File: src/rtl/mult_pkg.sv
package mult_pkg;
  localparam int OPERAND_W = 8;
  localparam int DATA_W = 32;
  localparam int ADDR_W = 5;
  localparam int FIFO_DEPTH = 4;
  localparam logic [ADDR_W-1:0] CTRL_OFF = 5'h00;
  localparam logic [ADDR_W-1:0] MCAND_OFF = 5'h04;
  localparam logic [ADDR_W-1:0] STATUS_OFF = 5'h08;
  localparam logic [ADDR_W-1:0] RESULT_OFF = 5'h0c;
  localparam int CTRL_SIGNED_BIT = 0;
  localparam int CTRL_ADD_BIT = 1;
  localparam logic [1:0] CTRL_RESET = 2'h2;
  localparam logic [OPERAND_W-1:0] MCAND_RESET = 8'h00;
  localparam int STATUS_COUNT_LSB = 0;
  localparam int STATUS_RUN_BIT = 4;
  localparam int STATUS_BITCNT_LSB = 8;
  localparam logic [2:0] BITCNT_LAST = 3'h7;
  localparam logic [1:0] RESP_OKAY = 2'h0;
  localparam logic [1:0] RESP_SLVERR = 2'h2;

  typedef enum logic [1:0] {
    ST_IDLE = 2'b01,
    ST_RUN = 2'b10
  } run_state_t;

  function automatic logic maj3(input logic a, input logic b, input logic c);
    maj3 = (a & b) | (a & c) | (b & c);
  endfunction : maj3

  function automatic logic sum3(input logic a, input logic b, input logic c);
    sum3 = a ^ b ^ c;
  endfunction : sum3
endpackage : mult_pkg

File: src/rtl/stream_if.sv
`timescale 1ns/100ps
interface stream_if #(parameter int WIDTH = 8);
  logic valid;
  logic ready;
  logic [WIDTH-1:0] data;
  modport src (output valid, output data, input ready);
  modport snk (input valid, input data, output ready);
endinterface : stream_if
File: src/rtl/byte_fifo.sv
`timescale 1ns/100ps
module byte_fifo import mult_pkg::*; #(
  parameter int WIDTH = 8,
  parameter int DEPTH = 4
) (
  // Clock, reset, enable
  input wire logic aclk,
  input wire logic aresetn,
  input wire logic ce,
  // Streams
  stream_if.snk in_s,
  stream_if.src out_s,
  // Fill level
  output logic [$clog2(DEPTH):0] count
);
  localparam int PW = $clog2(DEPTH);
  logic [WIDTH-1:0] mem [DEPTH];
  logic [PW-1:0] wr_ptr_reg;
  logic [PW-1:0] rd_ptr_reg;
  logic [PW:0] count_reg;
  logic push;
  logic pop;

  assign in_s.ready = (count_reg != DEPTH[PW:0]);
  assign out_s.valid = (count_reg != '0);
  assign out_s.data = mem[rd_ptr_reg];
  assign push = ce & in_s.valid & in_s.ready;
  assign pop = ce & out_s.valid & out_s.ready;
  assign count = count_reg;

  always_ff @(posedge aclk) begin
    if (push) begin
      mem[wr_ptr_reg] <= in_s.data;
    end
  end

  always_ff @(posedge aclk) begin
    if (!aresetn) begin
      wr_ptr_reg <= '0;
      rd_ptr_reg <= '0;
      count_reg <= '0;
    end else begin
      if (push) begin
        wr_ptr_reg <= wr_ptr_reg + 1'b1;
      end
      if (pop) begin
        rd_ptr_reg <= rd_ptr_reg + 1'b1;
      end
      if (push && !pop) begin
        count_reg <= count_reg + 1'b1;
      end else if (pop && !push) begin
        count_reg <= count_reg - 1'b1;
      end
    end
  end
endmodule : byte_fifo

File: src/rtl/serial_addsub.sv
`timescale 1ns/100ps
module serial_addsub import mult_pkg::*; (
  // Clock, reset
  input wire logic aclk,
  input wire logic aresetn,
  // Control
  input wire logic clear,
  input wire logic step,
  input wire logic add_sel,
  // Operand bits, LSB first
  input wire logic a_bit,
  input wire logic b_bit,
  // Result
  output logic sum_reg
);
  logic carry_reg;
  logic b_eff;

  // Subtract as a plus inverted b plus one
  assign b_eff = add_sel ? b_bit : ~b_bit;

  always_ff @(posedge aclk) begin
    if (!aresetn) begin
      carry_reg <= 1'b0;
      sum_reg <= 1'b0;
    end else if (clear) begin
      carry_reg <= ~add_sel;
      sum_reg <= 1'b0;
    end else if (step) begin
      carry_reg <= maj3(a_bit, b_eff, carry_reg);
      sum_reg <= sum3(a_bit, b_eff, carry_reg);
    end
  end
endmodule : serial_addsub

File: src/rtl/serial_parallel_multiplier.sv
`timescale 1ns/100ps
module serial_parallel_multiplier import mult_pkg::*; (
  // Clock, reset, enable
  input wire logic aclk,
  input wire logic aresetn,
  input wire logic ce,
  // AXI4-Lite write address
  input wire logic [ADDR_W-1:0] s_axi_awaddr,
  input wire logic s_axi_awvalid,
  output logic s_axi_awready,
  // AXI4-Lite write data
  input wire logic [DATA_W-1:0] s_axi_wdata,
  input wire logic [3:0] s_axi_wstrb,
  input wire logic s_axi_wvalid,
  output logic s_axi_wready,
  // AXI4-Lite write response
  output logic [1:0] s_axi_bresp,
  output logic s_axi_bvalid,
  input wire logic s_axi_bready,
  // AXI4-Lite read address
  input wire logic [ADDR_W-1:0] s_axi_araddr,
  input wire logic s_axi_arvalid,
  output logic s_axi_arready,
  // AXI4-Lite read data
  output logic [DATA_W-1:0] s_axi_rdata,
  output logic [1:0] s_axi_rresp,
  output logic s_axi_rvalid,
  input wire logic s_axi_rready,
  // Serial operand side
  input wire logic operand_capture_n,
  input wire logic mult_bit_in,
  input wire logic cascade_in,
  input wire logic addend_in,
  input wire logic addend_early_in,
  output logic serial_ready,
  // Serial results
  output logic product_serial_out,
  output logic sum_serial_out,
  output logic cascade_out
);
  // Software registers
  logic [1:0] ctrl_reg;
  logic [OPERAND_W-1:0] mcand_reg;

  // Arithmetic array
  logic [OPERAND_W-1:0] mcand_hold_reg;
  logic mode_signed_reg;
  logic mult_bit_reg;
  logic [OPERAND_W-1:0] cell_sum_reg;
  logic [OPERAND_W-1:0] cell_carry_reg;
  logic ext_sum_reg;
  logic ext_carry_reg;
  logic [OPERAND_W-1:0] cell_sum_next;
  logic [OPERAND_W-1:0] cell_carry_next;
  logic ext_sum_next;
  logic ext_carry_next;
  logic [OPERAND_W-1:0] partial;
  logic top_in;
  logic addend_early_reg;
  run_state_t state_reg;

  // Byte packing of the product stream
  logic [OPERAND_W-1:0] pack_reg;
  logic [2:0] bitcnt_reg;
  logic load;
  logic push_want;
  logic take_load;
  logic take_run;
  logic [$clog2(FIFO_DEPTH):0] fifo_count;

  // AXI state
  logic aw_have_reg;
  logic w_have_reg;
  logic [ADDR_W-1:0] awaddr_reg;
  logic [DATA_W-1:0] wdata_reg;
  logic [3:0] wstrb_reg;
  logic write_fire;
  logic ar_fire;
  logic [DATA_W-1:0] read_word;
  logic read_ok;

  stream_if #(.WIDTH(OPERAND_W)) fill_s ();
  stream_if #(.WIDTH(OPERAND_W)) drain_s ();

  assign load = ~operand_capture_n;
  assign push_want = (state_reg == ST_RUN) & ~load & (bitcnt_reg == BITCNT_LAST);
  // Full buffer stalls the array only when a byte is due
  assign take_load = ce & load;
  assign take_run = ce & ~load & (~push_want | fill_s.ready);
  assign serial_ready = take_load | take_run;

  // Top cell input: self-fed sign extension, or the upper slice
  assign top_in = mode_signed_reg ? ext_sum_reg : cascade_in;

  always_comb begin
    for (int i = 0; i < OPERAND_W; i++) begin
      partial[i] = mcand_hold_reg[i] & mult_bit_reg;
      cell_sum_next[i] = sum3(partial[i],
          (i == OPERAND_W - 1) ? top_in : cell_sum_reg[(i + 1) % OPERAND_W],
          cell_carry_reg[i]);
      cell_carry_next[i] = maj3(partial[i],
          (i == OPERAND_W - 1) ? top_in : cell_sum_reg[(i + 1) % OPERAND_W],
          cell_carry_reg[i]);
    end
    // One cell models the endless row of identical sign-extension cells
    ext_sum_next = sum3(partial[OPERAND_W-1], ext_sum_reg, ext_carry_reg);
    ext_carry_next = maj3(partial[OPERAND_W-1], ext_sum_reg, ext_carry_reg);
  end

  // Operand capture and multiplier shift
  always_ff @(posedge aclk) begin
    if (!aresetn) begin
      mcand_hold_reg <= '0;
      mode_signed_reg <= 1'b0;
      mult_bit_reg <= 1'b0;
    end else if (take_load) begin
      mcand_hold_reg <= mcand_reg;
      mode_signed_reg <= ctrl_reg[CTRL_SIGNED_BIT];
      mult_bit_reg <= mult_bit_in;
    end else if (take_run) begin
      mult_bit_reg <= mult_bit_in;
    end
  end

  // Arithmetic cells
  always_ff @(posedge aclk) begin
    if (!aresetn) begin
      cell_sum_reg <= '0;
      cell_carry_reg <= '0;
      ext_sum_reg <= 1'b0;
      ext_carry_reg <= 1'b0;
    end else if (take_load) begin
      cell_sum_reg <= '0;
      cell_carry_reg <= '0;
      ext_sum_reg <= 1'b0;
      ext_carry_reg <= 1'b0;
    end else if (take_run) begin
      cell_sum_reg <= cell_sum_next;
      cell_carry_reg <= cell_carry_next;
      ext_sum_reg <= ext_sum_next;
      ext_carry_reg <= ext_carry_next;
    end
  end

  // Early addend delayed by one clock
  always_ff @(posedge aclk) begin
    if (!aresetn) begin
      addend_early_reg <= 1'b0;
    end else if (take_load | take_run) begin
      addend_early_reg <= addend_early_in;
    end
  end

  // Run state
  always_ff @(posedge aclk) begin
    if (!aresetn) begin
      state_reg <= ST_IDLE;
    end else if (take_load) begin
      state_reg <= ST_RUN;
    end else begin
      case (state_reg)
        ST_IDLE: state_reg <= ST_IDLE;
        ST_RUN: state_reg <= ST_RUN;
        default: state_reg <= ST_IDLE;
      endcase
    end
  end

  // Product bytes, LSB first, only after the load clock
  always_ff @(posedge aclk) begin
    if (!aresetn) begin
      pack_reg <= '0;
      bitcnt_reg <= '0;
    end else if (take_load) begin
      pack_reg <= '0;
      bitcnt_reg <= '0;
    end else if (take_run && state_reg == ST_RUN) begin
      pack_reg <= {cell_sum_next[0], pack_reg[OPERAND_W-1:1]};
      bitcnt_reg <= bitcnt_reg + 1'b1;
    end
  end

  assign fill_s.valid = push_want;
  assign fill_s.data = {cell_sum_next[0], pack_reg[OPERAND_W-1:1]};

  byte_fifo #(.WIDTH(OPERAND_W), .DEPTH(FIFO_DEPTH)) u_fifo (
    .aclk(aclk),
    .aresetn(aresetn),
    .ce(ce),
    .in_s(fill_s),
    .out_s(drain_s),
    .count(fifo_count)
  );

  // Direct addend or delayed early addend; partner drives one of them
  serial_addsub u_addsub (
    .aclk(aclk),
    .aresetn(aresetn),
    .clear(take_load),
    .step(take_run),
    .add_sel(ctrl_reg[CTRL_ADD_BIT]),
    .a_bit(cell_sum_next[0]),
    .b_bit(addend_in | addend_early_reg),
    .sum_reg(sum_serial_out)
  );

  assign product_serial_out = cell_sum_reg[0];
  assign cascade_out = cell_sum_reg[0];

  // AXI4-Lite write path
  assign s_axi_awready = ce & ~aw_have_reg & ~s_axi_bvalid;
  assign s_axi_wready = ce & ~w_have_reg & ~s_axi_bvalid;
  assign write_fire = ce & aw_have_reg & w_have_reg & ~s_axi_bvalid;

  always_ff @(posedge aclk) begin
    if (!aresetn) begin
      aw_have_reg <= 1'b0;
      awaddr_reg <= '0;
    end else if (s_axi_awvalid && s_axi_awready) begin
      aw_have_reg <= 1'b1;
      awaddr_reg <= s_axi_awaddr;
    end else if (write_fire) begin
      aw_have_reg <= 1'b0;
    end
  end

  always_ff @(posedge aclk) begin
    if (!aresetn) begin
      w_have_reg <= 1'b0;
      wdata_reg <= '0;
      wstrb_reg <= '0;
    end else if (s_axi_wvalid && s_axi_wready) begin
      w_have_reg <= 1'b1;
      wdata_reg <= s_axi_wdata;
      wstrb_reg <= s_axi_wstrb;
    end else if (write_fire) begin
      w_have_reg <= 1'b0;
    end
  end

  always_ff @(posedge aclk) begin
    if (!aresetn) begin
      ctrl_reg <= CTRL_RESET;
      mcand_reg <= MCAND_RESET;
    end else if (write_fire && wstrb_reg[0]) begin
      if ({awaddr_reg[ADDR_W-1:2], 2'b00} == CTRL_OFF) begin
        ctrl_reg <= wdata_reg[1:0];
      end
      if ({awaddr_reg[ADDR_W-1:2], 2'b00} == MCAND_OFF) begin
        mcand_reg <= wdata_reg[OPERAND_W-1:0];
      end
    end
  end

  always_ff @(posedge aclk) begin
    if (!aresetn) begin
      s_axi_bvalid <= 1'b0;
      s_axi_bresp <= RESP_OKAY;
    end else if (write_fire) begin
      s_axi_bvalid <= 1'b1;
      s_axi_bresp <= (awaddr_reg[ADDR_W-1:4] == '0) ? RESP_OKAY : RESP_SLVERR;
    end else if (ce && s_axi_bready) begin
      s_axi_bvalid <= 1'b0;
    end
  end

  // AXI4-Lite read path
  assign s_axi_arready = ce & ~s_axi_rvalid;
  assign ar_fire = s_axi_arvalid & s_axi_arready;
  // Reading the result word pops one byte
  assign drain_s.ready = ar_fire &
      ({s_axi_araddr[ADDR_W-1:2], 2'b00} == RESULT_OFF);

  always_comb begin
    read_word = '0;
    read_ok = 1'b1;
    case ({s_axi_araddr[ADDR_W-1:2], 2'b00})
      CTRL_OFF: read_word[1:0] = ctrl_reg;
      MCAND_OFF: read_word[OPERAND_W-1:0] = mcand_reg;
      STATUS_OFF: begin
        read_word[STATUS_COUNT_LSB +: 3] = fifo_count;
        read_word[STATUS_RUN_BIT] = (state_reg == ST_RUN);
        read_word[STATUS_BITCNT_LSB +: 3] = bitcnt_reg;
      end
      RESULT_OFF: begin
        if (drain_s.valid) begin
          read_word[OPERAND_W-1:0] = drain_s.data;
        end
      end
      default: read_ok = 1'b0;
    endcase
  end

  always_ff @(posedge aclk) begin
    if (!aresetn) begin
      s_axi_rvalid <= 1'b0;
      s_axi_rdata <= '0;
      s_axi_rresp <= RESP_OKAY;
    end else if (ar_fire) begin
      s_axi_rvalid <= 1'b1;
      s_axi_rdata <= read_word;
      s_axi_rresp <= read_ok ? RESP_OKAY : RESP_SLVERR;
    end else if (ce && s_axi_rready) begin
      s_axi_rvalid <= 1'b0;
    end
  end
endmodule : serial_parallel_multiplier

File: config.mk
export PLATFORM = sky130hd
export DESIGN_NAME = serial_parallel_multiplier
export DESIGN_NICKNAME = d
export VERILOG_FILES = /design/src/rtl/mult_pkg.sv /design/src/rtl/stream_if.sv /design/src/rtl/byte_fifo.sv /design/src/rtl/serial_addsub.sv /design/src/rtl/serial_parallel_multiplier.sv
export SDC_FILE = /design/constraint.sdc
export NUM_CORES = 1
export LEC_CHECK = 0
export BUFFER_PORTS_ARGS = -buffer_cell sky130_fd_sc_hd__buf_2
export CAP_MARGIN = 20
export CELL_PAD_IN_SITES_DETAIL_PLACEMENT = 1
export CELL_PAD_IN_SITES_GLOBAL_PLACEMENT = 2
export CORE_MARGIN = 1.5
export CORE_UTILIZATION = 30
export DETAILED_ROUTE_END_ITERATION = 10
export PLACE_DENSITY_LB_ADDON = 0.08
export SYNTH_ARGS = -nofsm -noshare
export SYNTH_HDL_FRONTEND = slang
export SYNTH_SLANG_ARGS = --single-unit
File: constraint.sdc
create_clock -name aclk -period 3.2 [get_ports aclk]
set_input_delay 0 -clock aclk [delete_from_list [all_inputs] [get_ports aclk]]
set_output_delay 0 -clock aclk [all_outputs]
set_load 0.02 [all_outputs]
==> results.txt, run 1 <==
The worst-case hold slack is 0.0275 ns. The CTS buffer count is 17. The maximum buffer depth of the clock tree is 2. Timing would allow up to 381 MHz.

The leakage component of the power is 2.55 nW. The overall routing resource usage came out at 0.144. Of the available clock period, the critical path in the final layout requires 0.820. After the flow finishes, the layout carries non-filler instances totaling 779. The launching element type of the critical path is a flop. The HPWL after detailed placement is 8.53 mm. The critical path class is reg2reg.

The congestion estimate from routability-driven global placement came to 0.684. The count of H-tree levels built during CTS is 4. Before antenna repair, the detailed router went through 4 iterations. The power density normalized to cell area came out at 591 nW/um2. The synthesized netlist occupies a cell area of 5340 um2. The proportion of synthesized flip-flops having asynchronous set or reset is 0. The most common cell in the synthesized netlist is sky130_fd_sc_hd__dfxtp_1. The total core area came out at 17400 um2. The path type of the worst min-delay path is in2reg. After synthesis, the mean cell area works out to 11.2 um2. Buffers placed on the I/O ports in this run total 49.

The data arrival time of the critical path came out at 2.96 ns. The sequential element share of the synthesized area is 0.521. The aggregate negative setup slack came out at 0 ns. The count of standard-cell rows is 48. In the post-route analysis, the smallest setup slack over all paths is 0.577 ns. The number of antenna violations at the first check in global routing came to 0.

The clock transition at the registers of the reported paths is 0.06 ns. The worst pin sits at a relative slew slack of 0.373. The number of synthesized register bits came out at 123. The synthesized instance count is 476. TritonCTS built the clock tree. The first-pass GRT wire length came out at 19.5 mm. Clock latency on the worst-skew pair, taken at its later pin, is 0.41 ns. Clock tree synthesis selected as its root buffer the cell sky130_fd_sc_hd__clkbuf_16. Counting flops with a built-in enable in the synthesized netlist gives 32. The clock sink count is 123. The synthesized design spends more area on one cell type than any other, namely sky130_fd_sc_hd__dfxtp_1. The largest voltage drop on the vdd net is 0.000356 V. The register with the most flip-flops in the layout has 32 of them. The antenna violation net count after detailed routing came out at 0. The die area is 18600 um2. The critical path data required time came out at 3.54 ns. During I/O placement, the number of pins put on the boundary was 104. STA classifies the critical path endpoint as a flop.

The die height is 136 um. In the routed design, unresolved DRC markers number 0. The initial core utilization is 0.308. After the first detailed-routing iteration, the DRC count stood at 108. The average routed wire per standard cell is 15.9 um. The max-slew violation total from the final report came to 0. The net count of the finished layout came out at 618. The count of different cell masters after synthesis came out at 45.

The post-layout minimum cycle time is 2.62 ns. The number of violations of the max-capacitance limit came out at 0. Setup violations remaining at the end of the flow were counted as 0. The total detailed-routing wirelength came out at 12.4 mm. The die is 136 um wide. The post-detailed-route via-to-cell ratio came out at 4.56. The hold violation total from the final report came to 0. The setup slack at placement came out at 0.546 ns. The layout cell share with drive strength beyond 1 came out at 0.182. The area added between synthesis and finish came out at 21.5%.

The placed instance count is 730. The buffer count from post-CTS setup fixing came out at 0. The global route total overflow came out at 0. The final antenna diode count is 0. The flow ran to the end, and the final reports show no timing, DRC or antenna violations.

Setup repair after global routing left no endpoint under its margin. The largest registers in the layout are u_fifo.mem: 32 flops, s_axi_rdata: 11 flops. The slew at the pin closest to its max-slew limit came out at 0.940 ns. Ranked by instance count, the synthesized netlist is headed by 91 x sky130_fd_sc_hd__dfxtp_1, 54 x sky130_fd_sc_hd__nand2_1, 42 x sky130_fd_sc_hd__mux2i_1. The total of warnings raised by yosys is 0. Sorting the synthesized cells by area gives the leading types as sky130_fd_sc_hd__dfxtp_1 34%, sky130_fd_sc_hd__edfxtp_1 18%, sky130_fd_sc_hd__mux2i_1 7.9%, sky130_fd_sc_hd__fa_1 4.1%, sky130_fd_sc_hd__nand2_1 3.8%.

Entering global routing, the biggest net connects 36 pins. The top flip-flop cell by instance count after synthesis is sky130_fd_sc_hd__dfxtp_1. For the final database, setup skew stands at 0.00724 ns. Of all nets on the critical path, the largest fanout is 4. More flip-flops sit in one register than any other, and that register is u_fifo.mem. The number of global-route vias before repair is 3641.

The overall via count from detail_route is 3551. The proportion of netlist area held by the largest area contributor came out at 0.341.
-- routing by layer --
layer / global-route usage / part of all wire / wire length, um / vias to the layer above
li1: - / - / - / 1715
met1: 0.188 / 0.49 / 5990 / 1749
met2: 0.227 / 0.47 / 5800 / 73
met3: 0.0373 / 0.031 / 386 / 14
met4: 0.0585 / 0.014 / 174 / 0
met5: 0 / 0 / 0 / -
-- final cells by class --
type	instances	area, um2
clock inverters	12	141
inverters	13	48.8
well taps	225	282
fillers	1896	10900
clock buffers	20	478
flip-flops and latches	123	2780
repair buffers	71	453
multi-input cells	315	2300
-- per-stage QoR --
step                 util  power (mW)  instance area, um2
finish              0.374        3.83                6480
floorplan               -        1.81                5420
global route        0.374        3.97                6480
global placement    0.328        1.86                5690
detailed placement  0.328        1.86                5690
CTS                 0.374        3.89                6480
-- worst max-delay path, stage by stage (launching register included) --
cell                       delay, ns
sky130_fd_sc_hd__dfxtp_1        0.37
sky130_fd_sc_hd__ha_1           0.18
sky130_fd_sc_hd__ha_1           0.31
sky130_fd_sc_hd__nor4bb_1       0.35
sky130_fd_sc_hd__ha_1           0.26
sky130_fd_sc_hd__inv_1          0.06
sky130_fd_sc_hd__fa_1           0.38
sky130_fd_sc_hd__xor2_1         0.16
sky130_fd_sc_hd__or3_1          0.31
sky130_fd_sc_hd__a21boi_0       0.16
-- power breakdown --
part           switching (mW)  internal, mW
registers              0.0160          1.61
logic                   0.133        0.0768
clock network           0.690          1.30
total                   0.839          2.99
-- logic make-up after synthesis --
logic type                 count (synthesis)  share of synthesized area
AOI/OAI and AO/OA                         61                     0.0872
xor gates and xnor gates                   6                    0.00985
adders and majority gates                 18                     0.0577
buffers and inverters                     60                     0.0635
DFF                                      123                      0.521
muxes                                     50                      0.113
other                                      1                   0.000703
and+or+nand+nor                          157                      0.147
-- layout by cell type, fill, tap and decap left out, types with 2 or more instances in the layout --
master / synthesis / routed
sky130_fd_sc_hd__a21oi_1: 5 / 5
sky130_fd_sc_hd__and2_1: 16 / 16
sky130_fd_sc_hd__xor2_1: 3 / 3
sky130_fd_sc_hd__clkbuf_8: 0 / 2
sky130_fd_sc_hd__ha_1: 7 / 7
sky130_fd_sc_hd__fa_1: 11 / 11
sky130_fd_sc_hd__dlygate4sd3_1: 0 / 17
sky130_fd_sc_hd__clkinv_2: 0 / 6
sky130_fd_sc_hd__buf_4: 26 / 5
sky130_fd_sc_hd__mux4_2: 8 / 8
sky130_fd_sc_hd__a221oi_1: 8 / 8
sky130_fd_sc_hd__a21boi_0: 22 / 22
sky130_fd_sc_hd__nor2_1: 39 / 39
sky130_fd_sc_hd__nor3b_1: 2 / 2
sky130_fd_sc_hd__a22oi_1: 3 / 3
sky130_fd_sc_hd__xnor2_1: 3 / 3
sky130_fd_sc_hd__nand3_1: 4 / 4
sky130_fd_sc_hd__and3b_1: 2 / 2
sky130_fd_sc_hd__conb_1: 1 / 23
sky130_fd_sc_hd__nor2b_1: 26 / 26
sky130_fd_sc_hd__inv_1: 13 / 13
sky130_fd_sc_hd__edfxtp_1: 32 / 32
sky130_fd_sc_hd__mux2i_1: 42 / 42
sky130_fd_sc_hd__o21ai_0: 12 / 12
sky130_fd_sc_hd__buf_2: 7 / 49
sky130_fd_sc_hd__dfxtp_1: 91 / 91
sky130_fd_sc_hd__nand2_1: 54 / 54
sky130_fd_sc_hd__nand2b_1: 3 / 3
sky130_fd_sc_hd__nand3b_1: 2 / 2
sky130_fd_sc_hd__clkinvlp_4: 0 / 2
sky130_fd_sc_hd__a211oi_1: 5 / 5
sky130_fd_sc_hd__bufinv_16: 0 / 3
sky130_fd_sc_hd__clkbuf_16: 0 / 18
-- path summary, 6_finish.rpt --
kind / from / endpoint / slack (ns) / cells past startpoint
max: bitcnt_reg[0] / u_fifo.count[2] / 0.58 / 9
min: s_axi_araddr[2] / s_axi_rdata[0] / 0.03 / 4
max reg2reg: bitcnt_reg[0] / u_fifo.count[2] / 0.58 / 9
min reg2reg: addend_early_reg / addend_early_reg / 0.46 / 2
-- timing repair --
action / in CTS / in global routing
endpoints found under the hold margin: 19 / 0
resized for setup: 0 / 0
hold buffers: 17 / 0
No activity file was read; power rests on OpenSTA's default activity.
==> run 2, diff against run 1 <==
==> constraint.sdc (replaced) <==
create_clock -name aclk -period 2.3 [get_ports aclk]
set_input_delay 0 -clock aclk [delete_from_list [all_inputs] [get_ports aclk]]
set_output_delay 0 -clock aclk [all_outputs]
set_load 0.02 [all_outputs]
==> run 2 against run 1 <==
Effect of this change: clock power up 43%; cell area up 3.2%; hold slack worse by 0.0018 ns; non-clock buffer count up 19; power up 41%; sequential power up 39%; sequential share of layout area down 1.3 points; fmax up 18%; largest power group unchanged; highest routed layer unchanged.
==> results.txt, run 2 (synthesis gave the netlist of run 1 again) <==
In this run the worst hold path is classified as in2reg. The worst-case hold slack is 0.0257 ns. The overall via count from detail_route came out at 3572. The launching element type of the critical path is a flop. The slew at the pin closest to its max-slew limit is 0.659 ns. The initial core utilization is 0.308. STA puts the critical path data required time at 2.64 ns. The global route total overflow came out at 0. After detailed routing, the number of vias per cell comes to 4.48.

The count of nets left with antenna violations once routing finished came out at 0. The HPWL after detailed placement is 8.89 mm. In this run, the number of DRC markers left after iteration 0 of detailed routing was 108. The data arrival time of the critical path came out at 2.57 ns. The worst hold path cell count is 4. The first-pass GRT wire length came out at 20.3 mm. The die area came out at 18600 um2. The number of global-route vias before repair is 3736. The number of antenna violations at the first check in global routing is 0. The CTS buffer count is 17. Among the stages of the critical path, the cell type that occurs most often is sky130_fd_sc_hd__ha_4.

The first detailed-routing pass ran for 4 iterations. Counting cells, the worst reg-to-reg path comes to 10. The clock passes through at most 2 buffers.

The layer flagged by global routing as most heavily used is met2. The largest registers in the layout are u_fifo.mem: 32 flops, s_axi_rdata: 11 flops. The setup skew after layout is 0.00831 ns. The routability-driven placement congestion ratio came out at 0.673. The count of H-tree levels built during CTS came out at 4. Leaving out fill and tap cells, the most frequent cells in the layout are 88 x sky130_fd_sc_hd__dfxtp_1, 54 x sky130_fd_sc_hd__nand2_1, 49 x sky130_fd_sc_hd__buf_2, 42 x sky130_fd_sc_hd__mux2i_1, 39 x sky130_fd_sc_hd__nor2_1.

The clock transition at the registers of the reported paths came out at 0.06 ns. The power density normalized to cell area is 809 nW/um2. In the global route stage, met1 resource usage came out at 0.196. The net count of the finished layout came out at 637.

The tree built by TritonCTS fans out to 123 sinks. The setup violation total in the final timing report came out at 0. The count of standard-cell rows is 48. The largest voltage drop on the vdd net came out at 0.000517 V.

The number of I/O pins came out at 104. The number of DRC violations after detailed routing is 0. The hold violation total from the final report is 0.

The fmax is 449 MHz. STA classifies the critical path endpoint as a flop. In this run the most critical hold path is launched from s_axi_araddr[2]. The period utilization came out at 0.969. For hold timing, the worst endpoint is s_axi_rdata[1]. TritonCTS built the clock tree. The final core area utilization is 0.386. The met3 track demand over resource came out at 0.0384. The total detailed-routing wirelength is 12.7 mm. The root buffer cell chosen for the clock tree is sky130_fd_sc_hd__clkbuf_16. The later-pin clock latency in the skew report came out at 0.42 ns. Among all stages on the critical path, the largest delay is contributed by sky130_fd_sc_hd__dfxtp_1. The worst register-to-register path ends at u_fifo.count[2]. Traced cell by cell, the critical path runs through ha_4 > ha_4 > nor4bb_4 > buf_4 > ha_4 > inv_1 > fa_1 > xor2_1 > or3_1 > a21boi_1. In the final routed layout, each cell accounts on average for 16.0 um.

Counting flops per register, the top entry is u_fifo.mem. The layout cell share with drive strength beyond 1 is 0.217. The leakage component of the power came out at 2.65 nW.

The max-slew violation total from the final report came to 0. The headroom to the max-slew limit came out at 0.555. The total core area is 17400 um2. The final antenna diode count came out at 0. The area added between synthesis and finish is 25.4%. Leaving out fill and tap cells, the most frequent cell in the layout is sky130_fd_sc_hd__dfxtp_1. Entering global routing, the biggest net connects 33 pins. The fraction of met2 tracks used by global routing came out at 0.233. The run finished with clean final reports. The post-layout minimum cycle time came out at 2.23 ns. In this run the worst path has a maximum fanout of 2. The stage delay of the slowest cell on the critical path came out at 0.37 ns. The floorplan step set the die height to 136 um.

In this run the critical register-to-register path is launched from bitcnt_reg[0]. The worst setup path is of the reg2reg kind. The filler cell count came out at 1903.

The number of violations of the max-capacitance limit is 0. The number of flip-flops in the largest register is 32. The die is 136 um wide. The overall routing resource usage came out at 0.149. The worst reg-to-reg setup slack came out at 0.07 ns. Port buffering added 49 buffers.
[run 2: what timing repair did]
action                     CTS  global route
hold endpoints to repair    19             0
setup buffers                0             2
cloned                       0             0
setup endpoints to repair    1             1
resized for setup            2             5
hold buffers                17             0
pin swaps                    0             1
[run 2: worst max-delay path: cells and delay by family, from the launching register on]
kind / cells / cell delay (ns)
AO/OA/AOI/OAI: 1 / 0.14
XOR/XNOR: 1 / 0.16
adder cells (fa/ha/maj): 4 / 0.77
buffers and inverters: 2 / 0.22
flip-flops: 1 / 0.37
AND/OR/NAND/NOR: 2 / 0.51
[run 2: per-layer routing]
layer | vias to the layer above | share of wire
met2 | 66 | 0.46
li1 | 1756 | -
met4 | 0 | 0.015
met1 | 1735 | 0.49
met3 | 15 | 0.034
met5 | - | 0
[run 2: cell type report]
| cell class | instances | area, um2 | area share |
|---|---|---|---|
| clock buffer | 23 | 488 | 0.0729 |
| clock inverter | 8 | 139 | 0.0208 |
| timing repair buffer | 90 | 596 | 0.0890 |
| tap | 225 | 282 | 0.0421 |
| sequential | 123 | 2790 | 0.416 |
| inverter | 13 | 48.8 | 0.00729 |
| multi-input combinational | 315 | 2350 | 0.352 |
[run 2: power breakdown]
part	total (mW)	leakage (nW)	switching, mW	internal (mW)
sequential	2.26	1.04	0.0213	2.24
clock	2.85	0.310	0.938	1.91
combinational	0.301	1.30	0.187	0.113
[run 2: how the worst max path moves through the flow]
stage,from,to,slack [ns],cells after the start
5_1_grt,bitcnt_reg[0],u_fifo.count[2],-0.03,10
2_1_floorplan,bitcnt_reg[0],u_fifo.count[2],0.03,10
4_1_cts,bitcnt_reg[1],u_fifo.count[2],0.009,10
3_3_place_gp,bitcnt_reg[1],u_fifo.count[2],0.06,10
3_5_place_dp,bitcnt_reg[1],u_fifo.count[2],-0.06,10
6_report,bitcnt_reg[0],u_fifo.count[2],0.07,10
[run 2: stage by stage]
step	TNS (ns)	cells	total power, mW	instance area, um2	setup slack (ns)
6_report	0	797	5.42	6690	0.0724
5_1_grt	-0.0255	797	5.60	6690	-0.0255
4_1_cts	0	795	5.49	6650	0.00901
3_5_place_dp	-0.0608	747	2.59	5850	-0.0608
3_3_place_gp	0	747	2.59	5850	0.0552
2_1_floorplan	0	498	2.52	5450	0.0276
==> run 3, diff against run 2 <==
--- a/config.mk
+++ b/config.mk
@@ -11,6 +11,7 @@
 export CELL_PAD_IN_SITES_GLOBAL_PLACEMENT = 2
 export CORE_MARGIN = 1.5
 export CORE_UTILIZATION = 30
+export CTS_BUF_LIST = sky130_fd_sc_hd__clkbuf_2
 export DETAILED_ROUTE_END_ITERATION = 10
 export PLACE_DENSITY_LB_ADDON = 0.08
 export SYNTH_ARGS = -nofsm -noshare
==> run 3 against run 2 <==
Effect of this change: routed wire length is 2.4% higher; critical endpoint unchanged; critical path type unchanged; non-clock buffer count is 38 higher; register-to-register slack worse by 0.02 ns.
==> results.txt, run 3 (synthesis gave the netlist of run 1 again) <==
The run finished with clean final reports. The die width is 136 um. The worst setup path is captured at a flop.

The number of DRC violations after detailed routing came out at 0. The die area is 18600 um2. The maximum number of pins on one net before global-route repair came out at 33.

The number of detailed-route iterations in the first pass is 4. Data arrives at the worst endpoint at 2.89 ns. The worst-path maximum fanout is 2.

Leaving out fill and tap cells, the most frequent cells in the layout are 87 x sky130_fd_sc_hd__dfxtp_1, 54 x sky130_fd_sc_hd__nand2_1, 54 x sky130_fd_sc_hd__dlygate4sd3_1, 49 x sky130_fd_sc_hd__buf_2, 42 x sky130_fd_sc_hd__mux2i_1. The maximum buffer depth of the clock tree is 2. Max-cap violations in this run came to 0. Across all layers, the routed design uses 3747 vias. Clock tree synthesis selected as its root buffer the cell sky130_fd_sc_hd__clkbuf_2.

The aggregate negative setup slack came out at 0 ns. The max-slew violation total from the final report came out at 0. For this run, the total global-route usage over all layers was measured as 0.151. The number of I/O pins is 104. In this run the power density over the cells is 608 nW/um2. Counting flops per register, the top entry is u_fifo.mem. The antenna violation net count after detailed routing is 0.

The count of standard-cell rows came out at 48. Summing all flip-flop and latch instances after layout gives 2790 um2. The final design area excluding fillers is 6730 um2. The HPWL after detailed placement came out at 8.89 mm. In this run the tightest slew margin relative to its limit is 0.605.

The CTS buffer count came out at 17. Clock skew on the completed layout was measured at 0.0266 ns. The period utilization came out at 0.977. TritonCTS built the clock tree. The placed standard-cell area is 5850 um2.

The number of global-route vias before repair came out at 3873. For the pin with the worst max-slew slack, the measured transition is 0.591 ns. The initial utilization of the core area, before any placement, comes to 0.308. The fmax came out at 445 MHz.

The first global-routing pass estimated 20.8 mm of wire. The post-detailed-route via-to-cell ratio is 4.48. The number of antenna violations at the first check in global routing is 1. The worst-case IR drop observed on VDD is 0.000286 V.

The net count of the finished layout is 675. The hold violation total from the final report came out at 0. In this run the worst hold path is classified as in2reg. The routed design has 13.0 mm of wire. The number of flip-flops in the largest register came out at 32. The worst setup path is of the reg2reg kind. The layout cell share with drive strength beyond 1 came out at 0.207.

The setup violation total in the final timing report is 0. The critical path data required time came out at 2.94 ns. The total core area came out at 17400 um2. The clock net in this run drives a total of 123 sinks.

Port buffering added 49 buffers. The later pin in the worst-skew pair is clocked with a latency of 0.69 ns. STA classifies the critical path startpoint as a flop. The floorplan step set the die height to 136 um. The area taken by multi-input logic gates came out at 2380 um2. The count of H-tree levels built during CTS came out at 4. The global route total overflow is 0. Routability-driven placement finished with a final weighted congestion of 0.673. The clock transition at the registers of the reported paths came out at 0.19 ns. The post-layout minimum cycle time came out at 2.25 ns. The filler cells instantiated in the layout total 1939. The average routed wire per standard cell came out at 15.6 um.

In this run, the number of DRC markers left after iteration 0 of detailed routing was 130. Final hold analysis gives a worst-case slack of 0.196 ns. In the final layout, the registers with the most flip-flops are u_fifo.mem: 32 flops, s_axi_rdata: 11 flops. The library cell used most frequently in the layout, excluding fill and tap cells, is sky130_fd_sc_hd__dfxtp_1. The area added between synthesis and finish came out at 26.0%. The leakage component of the power came out at 2.63 nW.
run 3: cell count changes in the layout (fill, tap and decap cells not counted), moves of 2 or more:
cell,previous run,this run
sky130_fd_sc_hd__clkbuf_1,2,0
sky130_fd_sc_hd__clkbuf_8,4,0
sky130_fd_sc_hd__dlygate4sd3_1,17,54
sky130_fd_sc_hd__clkinv_1,1,5
sky130_fd_sc_hd__clkbuf_2,0,19
sky130_fd_sc_hd__clkbuf_16,17,0
run 3: what timing repair did:
| item | in CTS | in global routing |
|---|---|---|
| endpoints found under the hold margin | 66 | 0 |
| endpoints found under the setup margin | 2 | 4 |
| hold buffers | 54 | 0 |
| pin swaps | 0 | 2 |
| gates resized for setup | 6 | 7 |
| setup buffers | 1 | 2 |
| cloned | 0 | 0 |
run 3: final timing paths:
kind,start,end,slack (ns),cells past startpoint
worst min-delay path,s_axi_araddr[4],s_axi_rdata[1],0.20,4
worst max register to register,bitcnt_reg[1],u_fifo.count[2],0.05,10
worst min register to register,wdata_reg[3],wdata_reg[3],0.48,2
worst max-delay path,bitcnt_reg[1],u_fifo.count[2],0.05,10
run 3: where the power goes:
| part | internal (mW) | leakage, nW | switching (mW) |
|---|---|---|---|
| registers | 2.24 | 1.04 | 0.0218 |
| clock network | 0.695 | 0.155 | 0.777 |
| logic | 0.158 | 1.44 | 0.199 |
| total | 3.10 | 2.63 | 0.997 |
run 3: stage by stage:
stage,utilization,power [mW],setup slack [ns],instances
after detailed placement,0.337,2.59,-0.0608,747
after floorplan,-,2.52,0.0276,498
after global routing,0.388,4.30,-0.0498,836
final,0.388,4.09,0.0518,836
after global placement,0.337,2.59,0.0552,747
after CTS,0.384,4.17,0.0177,833
run 3: area by class of cell:
cell class                 instances  area share
sequential                       123       0.414
tap                              225      0.0419
clock buffer                      19      0.0141
inverter                          13     0.00725
antenna                            1    0.000372
clock inverter                    12      0.0229
multi-input combinational        315       0.354
timing repair buffer             128       0.145
run 3: per-layer routing:
metal	GRT usage	routed length [um]
met1	0.200	6310
met2	0.236	5980
met3	0.0414	516
met4	0.0556	204
met5	0	0
run 3: worst max-delay path: stages, from the launching register on:
cell                       delay [ns]
sky130_fd_sc_hd__dfxtp_2         0.40
sky130_fd_sc_hd__ha_4            0.14
sky130_fd_sc_hd__ha_4            0.13
sky130_fd_sc_hd__nor4bb_4        0.21
sky130_fd_sc_hd__buf_4           0.18
sky130_fd_sc_hd__ha_4            0.12
sky130_fd_sc_hd__inv_1           0.05
sky130_fd_sc_hd__fa_1            0.37
sky130_fd_sc_hd__xor2_1          0.16
sky130_fd_sc_hd__or3_1           0.31
sky130_fd_sc_hd__a21boi_1        0.14
